[src/aams_pkg.sv]
package aams_pkg;

  // register addresses on the special function register bus
  localparam logic [7:0] TEMP_RESULT_ADDR  = 8'hD7;
  localparam logic [7:0] CONV_REQUEST_ADDR = 8'hD8;
  localparam logic [7:0] BATT_RESULT_ADDR  = 8'hDF;
  localparam logic [7:0] EXT_RESULT_ADDR   = 8'hEF;
  localparam logic [7:0] DELTA_CFG_ADDR    = 8'hF3;
  localparam logic [7:0] INTERVAL_ADDR     = 8'hF9;
  localparam logic [7:0] BATT_THRESH_ADDR  = 8'hFA;

  // reset values
  localparam logic [7:0] RESULT_RESET      = 8'h00;
  localparam logic [7:0] CONV_REQUEST_RESET = 8'h00;
  localparam logic [7:0] DELTA_CFG_RESET   = 8'h00;
  localparam logic [7:0] INTERVAL_RESET    = 8'h00;
  localparam logic [7:0] BATT_THRESH_RESET = 8'h00;

  // sensor index doubles as the one-shot bit position
  localparam int SENSOR_BATT = 0;
  localparam int SENSOR_TEMP = 1;
  localparam int SENSOR_EXT  = 2;
  localparam int NUM_SENSORS = 3;

  // field positions
  localparam int PLL_ACK_BIT        = 7;
  localparam int EXT_INTERVAL_LSB   = 4;
  localparam int BATT_INTERVAL_LSB  = 2;
  localparam int TEMP_INTERVAL_LSB  = 0;
  localparam int TEMP_DELTA_LSB     = 3;
  localparam int EXT_DELTA_LSB      = 0;
  localparam logic [7:0] INTERVAL_USED_MASK = 8'h3F;
  localparam logic [7:0] DELTA_USED_MASK    = 8'h3F;

  // delta field codes
  localparam logic [2:0] DELTA_OFF   = 3'h0;
  localparam logic [2:0] DELTA_EVERY = 3'h7;

  // slow time base: one tick per second
  localparam logic [5:0] SECONDS_PER_MINUTE = 6'h3C;

  // interval lengths in minutes
  localparam logic [4:0] EXT_LONG_MIN  = 5'h08;
  localparam logic [4:0] EXT_MID_MIN   = 5'h02;
  localparam logic [4:0] BATT_LONG_MIN = 5'h10;
  localparam logic [4:0] BATT_MID_MIN  = 5'h04;
  localparam logic [4:0] TEMP_LONG_MIN = 5'h08;
  localparam logic [4:0] TEMP_MID_MIN  = 5'h02;
  localparam logic [4:0] SHORT_MIN     = 5'h01;

  typedef enum logic [1:0] {
    AAMS_IDLE = 2'b00,
    AAMS_REQ  = 2'b01,
    AAMS_BUSY = 2'b11
  } aams_conv_state_e;

  function automatic logic [4:0] interval_minutes(
    input logic [1:0] code,
    input logic [4:0] long_min,
    input logic [4:0] mid_min
  );
    case (code)
      2'h1:    interval_minutes = long_min;
      2'h2:    interval_minutes = mid_min;
      2'h3:    interval_minutes = SHORT_MIN;
      default: interval_minutes = 5'h00;
    endcase
  endfunction

endpackage

[src/aams_interval_timer.sv]
`timescale 1ns/10ps
`default_nettype none
module aams_interval_timer #(
  parameter logic [4:0] LONG_MIN = 5'h08,
  parameter logic [4:0] MID_MIN  = 5'h02
) (
  input  wire logic       clock,
  input  wire logic       reset_n,
  input  wire logic       minute_pulse,
  input  wire logic [1:0] interval_code,
  input  wire logic       enable,
  output var  logic       strobe
);

  logic [4:0] period;
  logic [4:0] count_reg;
  logic [1:0] code_reg;

  assign period = aams_pkg::interval_minutes(interval_code, LONG_MIN,
                                             MID_MIN);

  always_ff @(posedge clock or negedge reset_n) begin
    if (!reset_n) begin
      count_reg <= 5'h00;
      code_reg  <= 2'h0;
      strobe    <= 1'b0;
    end else begin
      code_reg <= interval_code;
      strobe   <= 1'b0;
      // a new interval restarts the minute count so the first strobe comes on
      // the period-th minute_pulse after the change
      if (interval_code == 2'h0 || interval_code != code_reg) begin
        count_reg <= 5'h00;
      end else if (minute_pulse) begin
        if (count_reg + 5'h01 >= period) begin
          count_reg <= 5'h00;
          strobe    <= enable;
        end else begin
          count_reg <= count_reg + 5'h01;
        end
      end
    end
  end

endmodule
`default_nettype wire

[src/aams_change_tracker.sv]
`timescale 1ns/10ps
`default_nettype none
module aams_change_tracker #(
  parameter bit THRESHOLD_MODE = 1'b0
) (
  input  wire logic       clock,
  input  wire logic       reset_n,
  input  wire logic       done,
  input  wire logic       from_oneshot,
  input  wire logic [7:0] data,
  input  wire logic [2:0] delta_code,
  input  wire logic [7:0] threshold,
  output var  logic       load,
  output var  logic [7:0] value
);

  logic [7:0] last_reg;
  logic [7:0] diff;
  logic       hit;

  assign diff = (data > last_reg) ? data - last_reg : last_reg - data;

  always_comb begin
    if (THRESHOLD_MODE) begin
      hit = data < threshold;
    end else begin
      hit = (delta_code == aams_pkg::DELTA_EVERY) ||
            ((delta_code != aams_pkg::DELTA_OFF) &&
             (diff > {5'h00, delta_code}));
    end
  end

  always_ff @(posedge clock or negedge reset_n) begin
    if (!reset_n) begin
      last_reg <= aams_pkg::RESULT_RESET;
      value    <= aams_pkg::RESULT_RESET;
      load     <= 1'b0;
    end else begin
      load <= done && (hit || from_oneshot);
      if (done) begin
        value <= data;
      end
      // the reference only moves on an interrupting result
      if (done && (hit || from_oneshot)) begin
        last_reg <= data;
      end
    end
  end

endmodule
`default_nettype wire

[src/aams_measurement_scheduler.sv]
// How it works
// - Bits 5:4 pick external voltage background interval: off, 8, 2, 1 minutes.
// - Bits 3:2 pick battery background interval: off, 16, 4, 1 minutes.
// - Bits 1:0 pick temperature background interval: off, 8, 2, 1 minutes.
// - Temperature delta bits 5:3: off, 1-6 LSB threshold, or every result.
// - External voltage delta bits 2:0 behave like the temperature delta.
// - Writing one to request bit 7 pulses the PLL fault acknowledge.
// - Request bit 2 starts a one-shot external voltage conversion.
// - Request bit 1 starts a one-shot temperature conversion.
// - Request bit 0 starts a one-shot battery conversion.
// - One-shot bits clear themselves when the converter accepts the request.
// - Battery results below the threshold register raise an interrupt.
// - External voltage result register loads only on a converter interrupt.
// - Battery result register loads only on a converter interrupt.
// - Temperature result register loads only on a converter interrupt.
// - Temperature interrupt when absolute change exceeds the programmed delta.
// - Low battery interrupt sets the low battery flag for power management.
// - In battery active mode temperature and battery background runs stop.
`timescale 1ns/10ps
`default_nettype none
module aams_measurement_scheduler (
  input  wire logic       clock,
  input  wire logic       reset_n,
  input  wire logic [7:0] sfr_addr,
  input  wire logic [7:0] sfr_wdata,
  input  wire logic       sfr_write,
  input  wire logic       sfr_read,
  output var  logic [7:0] sfr_rdata,
  input  wire logic       slow_tick,
  input  wire logic       battery_active_mode,
  output var  logic [2:0] conv_req,
  input  wire logic [2:0] conv_ack,
  input  wire logic [2:0] conv_done,
  input  wire logic [7:0] batt_conv_data,
  input  wire logic [7:0] temp_conv_data,
  input  wire logic [7:0] ext_conv_data,
  output var  logic       adc_irq,
  output var  logic       low_battery_flag,
  input  wire logic       low_battery_clear,
  output var  logic       pll_fault_ack
);

  localparam int N = aams_pkg::NUM_SENSORS;

  function automatic logic write_to(
    input logic       we,
    input logic [7:0] addr,
    input logic [7:0] target
  );
    write_to = we && (addr == target);
  endfunction

  // software registers
  logic [7:0]   interval_reg;
  logic [7:0]   delta_cfg_reg;
  logic [7:0]   batt_thresh_reg;
  logic [N-1:0] oneshot_reg;
  logic [7:0]   result_reg [N];

  // time base
  logic [5:0]   sec_count_reg;
  logic         minute_pulse;

  // per-sensor sequencing
  aams_pkg::aams_conv_state_e state_reg [N];
  logic [N-1:0] src_oneshot_reg;
  logic [N-1:0] bg_pending_reg;
  logic [N-1:0] bg_strobe;
  logic [N-1:0] accepted;
  logic [N-1:0] finished;
  logic [N-1:0] result_load;
  logic [7:0]   result_value [N];
  logic [7:0]   conv_data [N];
  logic [1:0]   interval_code [N];
  logic [2:0]   delta_code [N];

  logic wr_interval;
  logic wr_delta;
  logic wr_thresh;
  logic wr_request;

  assign wr_interval = write_to(sfr_write, sfr_addr,
                                aams_pkg::INTERVAL_ADDR);
  assign wr_delta    = write_to(sfr_write, sfr_addr,
                                aams_pkg::DELTA_CFG_ADDR);
  assign wr_thresh   = write_to(sfr_write, sfr_addr,
                                aams_pkg::BATT_THRESH_ADDR);
  assign wr_request  = write_to(sfr_write, sfr_addr,
                                aams_pkg::CONV_REQUEST_ADDR);

  assign conv_data[aams_pkg::SENSOR_BATT] = batt_conv_data;
  assign conv_data[aams_pkg::SENSOR_TEMP] = temp_conv_data;
  assign conv_data[aams_pkg::SENSOR_EXT]  = ext_conv_data;

  assign interval_code[aams_pkg::SENSOR_EXT] =
    interval_reg[aams_pkg::EXT_INTERVAL_LSB +: 2];
  assign interval_code[aams_pkg::SENSOR_BATT] =
    interval_reg[aams_pkg::BATT_INTERVAL_LSB +: 2];
  assign interval_code[aams_pkg::SENSOR_TEMP] =
    interval_reg[aams_pkg::TEMP_INTERVAL_LSB +: 2];

  assign delta_code[aams_pkg::SENSOR_TEMP] =
    delta_cfg_reg[aams_pkg::TEMP_DELTA_LSB +: 3];
  assign delta_code[aams_pkg::SENSOR_EXT] =
    delta_cfg_reg[aams_pkg::EXT_DELTA_LSB +: 3];
  assign delta_code[aams_pkg::SENSOR_BATT] = aams_pkg::DELTA_OFF;

  // configuration registers; the interval register keeps its top two bits as written so a
  // read shows them, but nothing in the block looks at them; delta config clears its top two
  always_ff @(posedge clock or negedge reset_n) begin
    if (!reset_n) begin
      interval_reg <= aams_pkg::INTERVAL_RESET;
    end else if (wr_interval) begin
      interval_reg <= sfr_wdata;
    end
  end

  always_ff @(posedge clock or negedge reset_n) begin
    if (!reset_n) begin
      delta_cfg_reg <= aams_pkg::DELTA_CFG_RESET;
    end else if (wr_delta) begin
      delta_cfg_reg <= sfr_wdata & aams_pkg::DELTA_USED_MASK;
    end
  end

  always_ff @(posedge clock or negedge reset_n) begin
    if (!reset_n) begin
      batt_thresh_reg <= aams_pkg::BATT_THRESH_RESET;
    end else if (wr_thresh) begin
      batt_thresh_reg <= sfr_wdata;
    end
  end

  // writing a zero to a request bit does not withdraw a pending request
  always_ff @(posedge clock or negedge reset_n) begin
    if (!reset_n) begin
      oneshot_reg <= aams_pkg::CONV_REQUEST_RESET[N-1:0];
    end else begin
      for (int i = 0; i < N; i++) begin
        if (wr_request && sfr_wdata[i]) begin
          oneshot_reg[i] <= 1'b1;
        end else if (accepted[i] && src_oneshot_reg[i]) begin
          oneshot_reg[i] <= 1'b0;
        end
      end
    end
  end

  always_ff @(posedge clock or negedge reset_n) begin
    if (!reset_n) begin
      pll_fault_ack <= 1'b0;
    end else begin
      pll_fault_ack <= wr_request &&
                       sfr_wdata[aams_pkg::PLL_ACK_BIT];
    end
  end

  // one-second ticks are folded into minute pulses shared by all timers
  always_ff @(posedge clock or negedge reset_n) begin
    if (!reset_n) begin
      sec_count_reg <= 6'h00;
      minute_pulse  <= 1'b0;
    end else begin
      minute_pulse <= 1'b0;
      if (slow_tick) begin
        if (sec_count_reg == aams_pkg::SECONDS_PER_MINUTE - 6'h01) begin
          sec_count_reg <= 6'h00;
          minute_pulse  <= 1'b1;
        end else begin
          sec_count_reg <= sec_count_reg + 6'h01;
        end
      end
    end
  end

  genvar g;
  generate
    for (g = 0; g < N; g++) begin : gen_sensor
      localparam logic [4:0] LONG_MIN =
        (g == aams_pkg::SENSOR_BATT) ? aams_pkg::BATT_LONG_MIN :
        (g == aams_pkg::SENSOR_TEMP) ? aams_pkg::TEMP_LONG_MIN :
                                       aams_pkg::EXT_LONG_MIN;
      localparam logic [4:0] MID_MIN =
        (g == aams_pkg::SENSOR_BATT) ? aams_pkg::BATT_MID_MIN :
        (g == aams_pkg::SENSOR_TEMP) ? aams_pkg::TEMP_MID_MIN :
                                       aams_pkg::EXT_MID_MIN;
      logic bg_allowed;

      // battery-powered active mode only keeps the external voltage
      // background running
      assign bg_allowed = !(battery_active_mode &&
                            (g != aams_pkg::SENSOR_EXT));

      aams_interval_timer #(
        .LONG_MIN (LONG_MIN),
        .MID_MIN  (MID_MIN)
      ) u_timer (
        .clock         (clock),
        .reset_n       (reset_n),
        .minute_pulse  (minute_pulse),
        .interval_code (interval_code[g]),
        .enable        (bg_allowed),
        .strobe        (bg_strobe[g])
      );

      assign conv_req[g] = (state_reg[g] == aams_pkg::AAMS_REQ);
      assign accepted[g] = conv_req[g] && conv_ack[g];
      assign finished[g] = (state_reg[g] == aams_pkg::AAMS_BUSY) &&
                           conv_done[g];

      // one conversion per sensor in flight; a strobe that lands while
      // busy waits here rather than being dropped
      always_ff @(posedge clock or negedge reset_n) begin
        if (!reset_n) begin
          state_reg[g]       <= aams_pkg::AAMS_IDLE;
          src_oneshot_reg[g] <= 1'b0;
        end else begin
          case (state_reg[g])
            aams_pkg::AAMS_IDLE: begin
              if (oneshot_reg[g] || bg_pending_reg[g]) begin
                state_reg[g]       <= aams_pkg::AAMS_REQ;
                src_oneshot_reg[g] <= oneshot_reg[g];
              end
            end
            aams_pkg::AAMS_REQ: begin
              if (conv_ack[g]) begin
                state_reg[g] <= aams_pkg::AAMS_BUSY;
              end
            end
            aams_pkg::AAMS_BUSY: begin
              if (conv_done[g]) begin
                state_reg[g] <= aams_pkg::AAMS_IDLE;
              end
            end
            default: begin
              state_reg[g] <= aams_pkg::AAMS_IDLE;
            end
          endcase
        end
      end

      // a one-shot taken together with a pending strobe serves both
      always_ff @(posedge clock or negedge reset_n) begin
        if (!reset_n) begin
          bg_pending_reg[g] <= 1'b0;
        end else if (!bg_allowed) begin
          // a strobe stored before battery mode began must not run later
          bg_pending_reg[g] <= 1'b0;
        end else if (bg_strobe[g]) begin
          bg_pending_reg[g] <= 1'b1;
        end else if (state_reg[g] == aams_pkg::AAMS_IDLE &&
                     (oneshot_reg[g] || bg_pending_reg[g])) begin
          bg_pending_reg[g] <= 1'b0;
        end
      end

      aams_change_tracker #(
        .THRESHOLD_MODE (g == aams_pkg::SENSOR_BATT)
      ) u_tracker (
        .clock        (clock),
        .reset_n      (reset_n),
        .done         (finished[g]),
        .from_oneshot (src_oneshot_reg[g]),
        .data         (conv_data[g]),
        .delta_code   (delta_code[g]),
        .threshold    (batt_thresh_reg),
        .load         (result_load[g]),
        .value        (result_value[g])
      );

      // hardware load wins over a software write in the same cycle
      always_ff @(posedge clock or negedge reset_n) begin
        if (!reset_n) begin
          result_reg[g] <= aams_pkg::RESULT_RESET;
        end else if (result_load[g]) begin
          result_reg[g] <= result_value[g];
        end else if (write_to(sfr_write, sfr_addr,
                              (g == aams_pkg::SENSOR_BATT) ?
                                aams_pkg::BATT_RESULT_ADDR :
                              (g == aams_pkg::SENSOR_TEMP) ?
                                aams_pkg::TEMP_RESULT_ADDR :
                                aams_pkg::EXT_RESULT_ADDR)) begin
          result_reg[g] <= sfr_wdata;
        end
      end
    end
  endgenerate

  // temperature and external voltage interrupts carry no flag of their own
  always_ff @(posedge clock or negedge reset_n) begin
    if (!reset_n) begin
      adc_irq <= 1'b0;
    end else begin
      adc_irq <= result_load[aams_pkg::SENSOR_TEMP] ||
                 result_load[aams_pkg::SENSOR_EXT];
    end
  end

  always_ff @(posedge clock or negedge reset_n) begin
    if (!reset_n) begin
      low_battery_flag <= 1'b0;
    end else if (result_load[aams_pkg::SENSOR_BATT]) begin
      low_battery_flag <= 1'b1;
    end else if (low_battery_clear) begin
      low_battery_flag <= 1'b0;
    end
  end

  // read data is registered; an unmapped address reads zero
  always_ff @(posedge clock or negedge reset_n) begin
    if (!reset_n) begin
      sfr_rdata <= 8'h00;
    end else if (sfr_read) begin
      case (sfr_addr)
        aams_pkg::TEMP_RESULT_ADDR:
          sfr_rdata <= result_reg[aams_pkg::SENSOR_TEMP];
        aams_pkg::BATT_RESULT_ADDR:
          sfr_rdata <= result_reg[aams_pkg::SENSOR_BATT];
        aams_pkg::EXT_RESULT_ADDR:
          sfr_rdata <= result_reg[aams_pkg::SENSOR_EXT];
        aams_pkg::CONV_REQUEST_ADDR:
          sfr_rdata <= {5'h00, oneshot_reg};
        aams_pkg::DELTA_CFG_ADDR:
          sfr_rdata <= delta_cfg_reg;
        aams_pkg::INTERVAL_ADDR:
          sfr_rdata <= interval_reg;
        aams_pkg::BATT_THRESH_ADDR:
          sfr_rdata <= batt_thresh_reg;
        default:
          sfr_rdata <= 8'h00;
      endcase
    end
  end

endmodule
`default_nettype wire

[config.mk]
export PLATFORM = sky130hd
export DESIGN_NAME = aams_measurement_scheduler
export DESIGN_NICKNAME = d
export VERILOG_FILES = /design/src/aams_pkg.sv /design/src/aams_interval_timer.sv /design/src/aams_change_tracker.sv /design/src/aams_measurement_scheduler.sv
export SDC_FILE = /design/constraint.sdc
export NUM_CORES = 1
export LEC_CHECK = 0
export BUFFER_PORTS_ARGS = -buffer_cell sky130_fd_sc_hd__buf_2
export CORE_MARGIN = 2
export CORE_UTILIZATION = 60
export DETAILED_ROUTE_END_ITERATION = 12
export GPL_TIMING_DRIVEN = 1
export PLACE_DENSITY = 0.88
export SYNTH_ARGS = -nofsm -noshare
export SYNTH_HDL_FRONTEND = slang
export SYNTH_SLANG_ARGS = --single-unit
[constraint.sdc]
create_clock -name clock -period 7.5 [get_ports clock]
set_input_delay 1.5 -clock clock [delete_from_list [all_inputs] [get_ports clock]]
set_output_delay 1.5 -clock clock [all_outputs]
set_load 0.02 [all_outputs]
==> reports/qor.yml <==
run_status:
  outcome: "complete, no violations"
floorplan:
  die-area_um2: 15200
  die_x_um: 123
  initial_utilization_pct: 61.4
  std_cell_rows: 43
  chipHeight_um: 123
  pin_count: 67
  core_area_um2: 13900
drt:
  drt_pre_antenna_iters: 7
  drt-wirelength-per-cell_um: 19.1
  antenna_left: 0
  detailed_route_via_count: 7023
  wirelength_um: 21500
  drcViolationCount: 0
  detailedRoute.firstIterationViolations: 656
  avgViaCountPerCell: 6.24
worst_setup_path:
  type_of_the_setup_path_with_the_least_slack: "input pin to flip-flop"
  crit_path_start: "temp_conv_data[0]"
  critical_path_required_ns: 7.80
  cp-endpoint: "gen_sensor[1].u_tracker.last_reg[7]"
  cp_cell_sequence: "buf_2 -> inv_1 -> ha_1 -> inv_1 -> fa_1 -> a211oi_1 -> o31ai_1 -> o311a_2 -> mux2_2 -> ha_1 -> nor2b_1 -> o21a_1 -> o21ai_0 -> nand4b_1 -> nor3_2 -> o31ai_1 -> nand3_2 -> inv_4 -> mux2_4"
  path_max_fanout: 5
  r2r.worst_path.cells: 14
  cp_slowest_stage_delay_ns: 0.39
  arrival_ns: 5.28
  worstReg2RegEnd: "gen_sensor[2].u_tracker.load"
  critical_path.slowest_cell: "sky130_fd_sc_hd__fa_1"
  r2r_start: "gen_sensor[2].u_tracker.last_reg[5]"
  cp-end-kind: "flip-flop"
  reg2reg_setup_slack_ns: 3.37
  cp-start-kind: "input pin"
synth:
  syn_area_um2: 8560
  synth_nets: 985
  netlist-cell-type-count: 78
  yosysSeqAreaShare_pct: 42.7
  synthesis.area_per_instance_um2: 9.82
  synthFlopType: "sky130_fd_sc_hd__dfrtp_1"
  synthesis.instances: 872
  ys_async_sr_fraction_pct: 100
  synth-edff-count: 0
  synth-seq-cells: 146
  yosys_warnings: 0
power:
  total_power_mw: 2.82
  leakagePower_nw: 4.59
  power.density_cell_area_nw_per_um2: 294
  largest_vdd_supply_drop_uv: 176
clock_network:
  maximum_count_of_clock_buffers_along_a_single_path: 2
  cts_hold_buf: 0
  cts-root-buf: "sky130_fd_sc_hd__clkbuf_16"
  cts_num_sinks: 146
  h-tree-depth: 4
  cts.repair.resized: 0
  clock_latency_ns: 0.42
  cts_buffers: 17
  cts_tree: "done"
  post-cts-setup-buffer-count: 0
  clk_transition_reported_paths_ns: 0.06
cells_and_area:
  area_growth_pct: 12.2
  insertedDiodeCount: 0
  finalNonFillerCells: 1125
  final_layout_size_suffix_gt1_share_pct: 16.4
  final_nets: 1045
  final_area_um2: 9610
global_route:
  largest_net_degree_at_the_start_of_global_routing: 77
  grt_first_pass_wirelength_um: 34800
  grt_use_total_pct: 29.7
  via_count_of_the_first_global_routing_pass: 6974
  antenna_found_initial: 0
  residual_overflow_from_global_routing: 0
placement:
  gp_routability_congestion: 0.934
  place_inst: 1093
  dp_hpwl_um: 14800
  placement.cell_area_um2: 9020
  io_buffers: 66
sta:
  fmax_mhz: 201
  post-route-period-util_pct: 66.4
  finalSetupViolations: 0
  finalHoldViolCount: 0
  tns_ns: 0
  rsz0062_at_grt: "no"
  worst-slew-pin-transition_ns: 1.15
  max_slew_margin_pct: 23.2
  fin_crit_ns: 4.98
  report.final.slew_viol_count: 0
  clock-skew-final_ns: 0.00837
run:
  maxCapViolations: 0
hold_path:
  hp-class: "flip-flop to flip-flop"
-- Yosys cell counts, types with 7 or more instances --
master	count	area [µm²]
sky130_fd_sc_hd__inv_1	61	229
sky130_fd_sc_hd__clkbuf_1	17	63.8
sky130_fd_sc_hd__ha_1	56	701
sky130_fd_sc_hd__nor2_1	50	188
sky130_fd_sc_hd__a21o_1	8	60.1
sky130_fd_sc_hd__a21oi_1	29	145
sky130_fd_sc_hd__o311ai_0	9	78.8
sky130_fd_sc_hd__mux2_2	37	417
sky130_fd_sc_hd__xor2_1	8	70.1
sky130_fd_sc_hd__dfrtp_1	146	3650
sky130_fd_sc_hd__nor3_1	7	35.0
sky130_fd_sc_hd__a31oi_1	8	50.1
sky130_fd_sc_hd__a22o_1	14	123
sky130_fd_sc_hd__mux2i_1	43	430
sky130_fd_sc_hd__nand3_1	24	120
sky130_fd_sc_hd__a221oi_1	15	131
sky130_fd_sc_hd__o21ai_0	61	305
sky130_fd_sc_hd__and2_1	7	43.8
sky130_fd_sc_hd__nor2b_1	13	81.3
sky130_fd_sc_hd__nand2_1	104	390
sky130_fd_sc_hd__a211o_1	7	61.3
sky130_fd_sc_hd__and3_1	10	62.6
sky130_fd_sc_hd__xnor2_1	10	87.6
sky130_fd_sc_hd__nand2b_1	19	119
sky130_fd_sc_hd__nand4_1	7	43.8
-- worst min path at each step --
stage,cells after the start,from,slack (ns),end
finish,1,low_battery_flag,0.47,low_battery_flag
global route,1,low_battery_flag,0.50,low_battery_flag
CTS,1,low_battery_flag,0.48,low_battery_flag
detailed placement,1,gen_sensor[2].u_timer.strobe,0.46,bg_pending_reg[2]
global placement,1,low_battery_flag,0.46,low_battery_flag
floorplan,1,gen_sensor[2].u_timer.strobe,0.41,bg_pending_reg[2]
-- worst max-delay path: cells and delay by family --
family,cells,cell delay [ns]
AOI/OAI and AO/OA,6,1.29
adders and majority gates,3,0.84
buffers and inverters,4,0.41
muxes,2,0.59
and+or+nand+nor,4,0.65
-- logic make-up after synthesis --
kind of cell,count (synthesis),synth area share [%]
DFF,146,42.7
xor gates and xnor gates,18,1.84
AOI/OAI and AO/OA,198,15.8
muxes,81,10.1
buffers and inverters,90,4.19
and+or+nand+nor,279,16.3
adders and majority gates,60,9.12
-- cell usage in the layout, fill, tap and decap left out, types with 4 or more instances in the layout --
| master | netlist | layout |
|---|---|---|
| sky130_fd_sc_hd__dfrtp_1 | 146 | 146 |
| sky130_fd_sc_hd__nand2_1 | 104 | 104 |
| sky130_fd_sc_hd__buf_2 | 6 | 65 |
| sky130_fd_sc_hd__inv_1 | 61 | 61 |
| sky130_fd_sc_hd__o21ai_0 | 61 | 61 |
| sky130_fd_sc_hd__ha_1 | 56 | 56 |
| sky130_fd_sc_hd__nor2_1 | 50 | 50 |
| sky130_fd_sc_hd__mux2i_1 | 43 | 43 |
| sky130_fd_sc_hd__mux2_2 | 37 | 37 |
| sky130_fd_sc_hd__a21oi_1 | 29 | 29 |
| sky130_fd_sc_hd__nand3_1 | 24 | 24 |
| sky130_fd_sc_hd__nand2b_1 | 19 | 19 |
| sky130_fd_sc_hd__clkbuf_16 | 0 | 17 |
| sky130_fd_sc_hd__a221oi_1 | 15 | 15 |
| sky130_fd_sc_hd__a22o_1 | 14 | 14 |
| sky130_fd_sc_hd__nor2b_1 | 13 | 13 |
| sky130_fd_sc_hd__xnor2_1 | 10 | 10 |
| sky130_fd_sc_hd__and3_1 | 10 | 10 |
| sky130_fd_sc_hd__o311ai_0 | 9 | 9 |
| sky130_fd_sc_hd__xor2_1 | 8 | 8 |
| sky130_fd_sc_hd__a31oi_1 | 8 | 8 |
| sky130_fd_sc_hd__a21o_1 | 8 | 8 |
| sky130_fd_sc_hd__nand4_1 | 7 | 7 |
| sky130_fd_sc_hd__and2_1 | 7 | 7 |
| sky130_fd_sc_hd__a211o_1 | 7 | 7 |
| sky130_fd_sc_hd__nor3_1 | 7 | 7 |
| sky130_fd_sc_hd__a22oi_1 | 6 | 6 |
| sky130_fd_sc_hd__clkbuf_1 | 17 | 6 |
| sky130_fd_sc_hd__nor3_2 | 5 | 5 |
| sky130_fd_sc_hd__clkbuf_8 | 0 | 5 |
| sky130_fd_sc_hd__o21a_1 | 4 | 4 |
| sky130_fd_sc_hd__nor3b_1 | 4 | 4 |
| sky130_fd_sc_hd__a211oi_1 | 4 | 4 |
| sky130_fd_sc_hd__nand4b_1 | 4 | 4 |
| sky130_fd_sc_hd__fa_1 | 4 | 4 |
-- power breakdown --
part           total [mW]  internal (mW)  switching, mW  leakage, nW
clock               0.846          0.534          0.312        0.289
combinational       0.827          0.358          0.470         2.43
sequential           1.15          0.974          0.175         1.88
total                2.82           1.87          0.957         4.59
-- routing by layer --
metal	track usage, %	up-vias	share of wire [%]
met5	0	-	0
met4	12.9	0	3.5
met3	5.77	62	6.3
met2	50.1	310	49
met1	37.2	3395	41
li1	-	3256	-
-- layout make-up --
class / instances / area (µm²)
multi-input cells: 636 / 4550
fillers: 998 / 4330
clock inverters: 4 / 70.1
inverters: 62 / 235
well taps: 180 / 225
clock buffers: 28 / 517
repair buffers: 69 / 359
flip-flops and latches: 146 / 3650
-- metrics by stage --
step	util [%]	hold WS, ns	worst slack, ns
floorplan	-	0.408	2.73
global placement	64.7	0.460	2.31
detailed placement	64.7	0.462	2.23
CTS	69.0	0.476	2.58
global route	69.0	0.495	2.18
finish	69.0	0.473	2.52
Power figures use the tool's default switching activity.
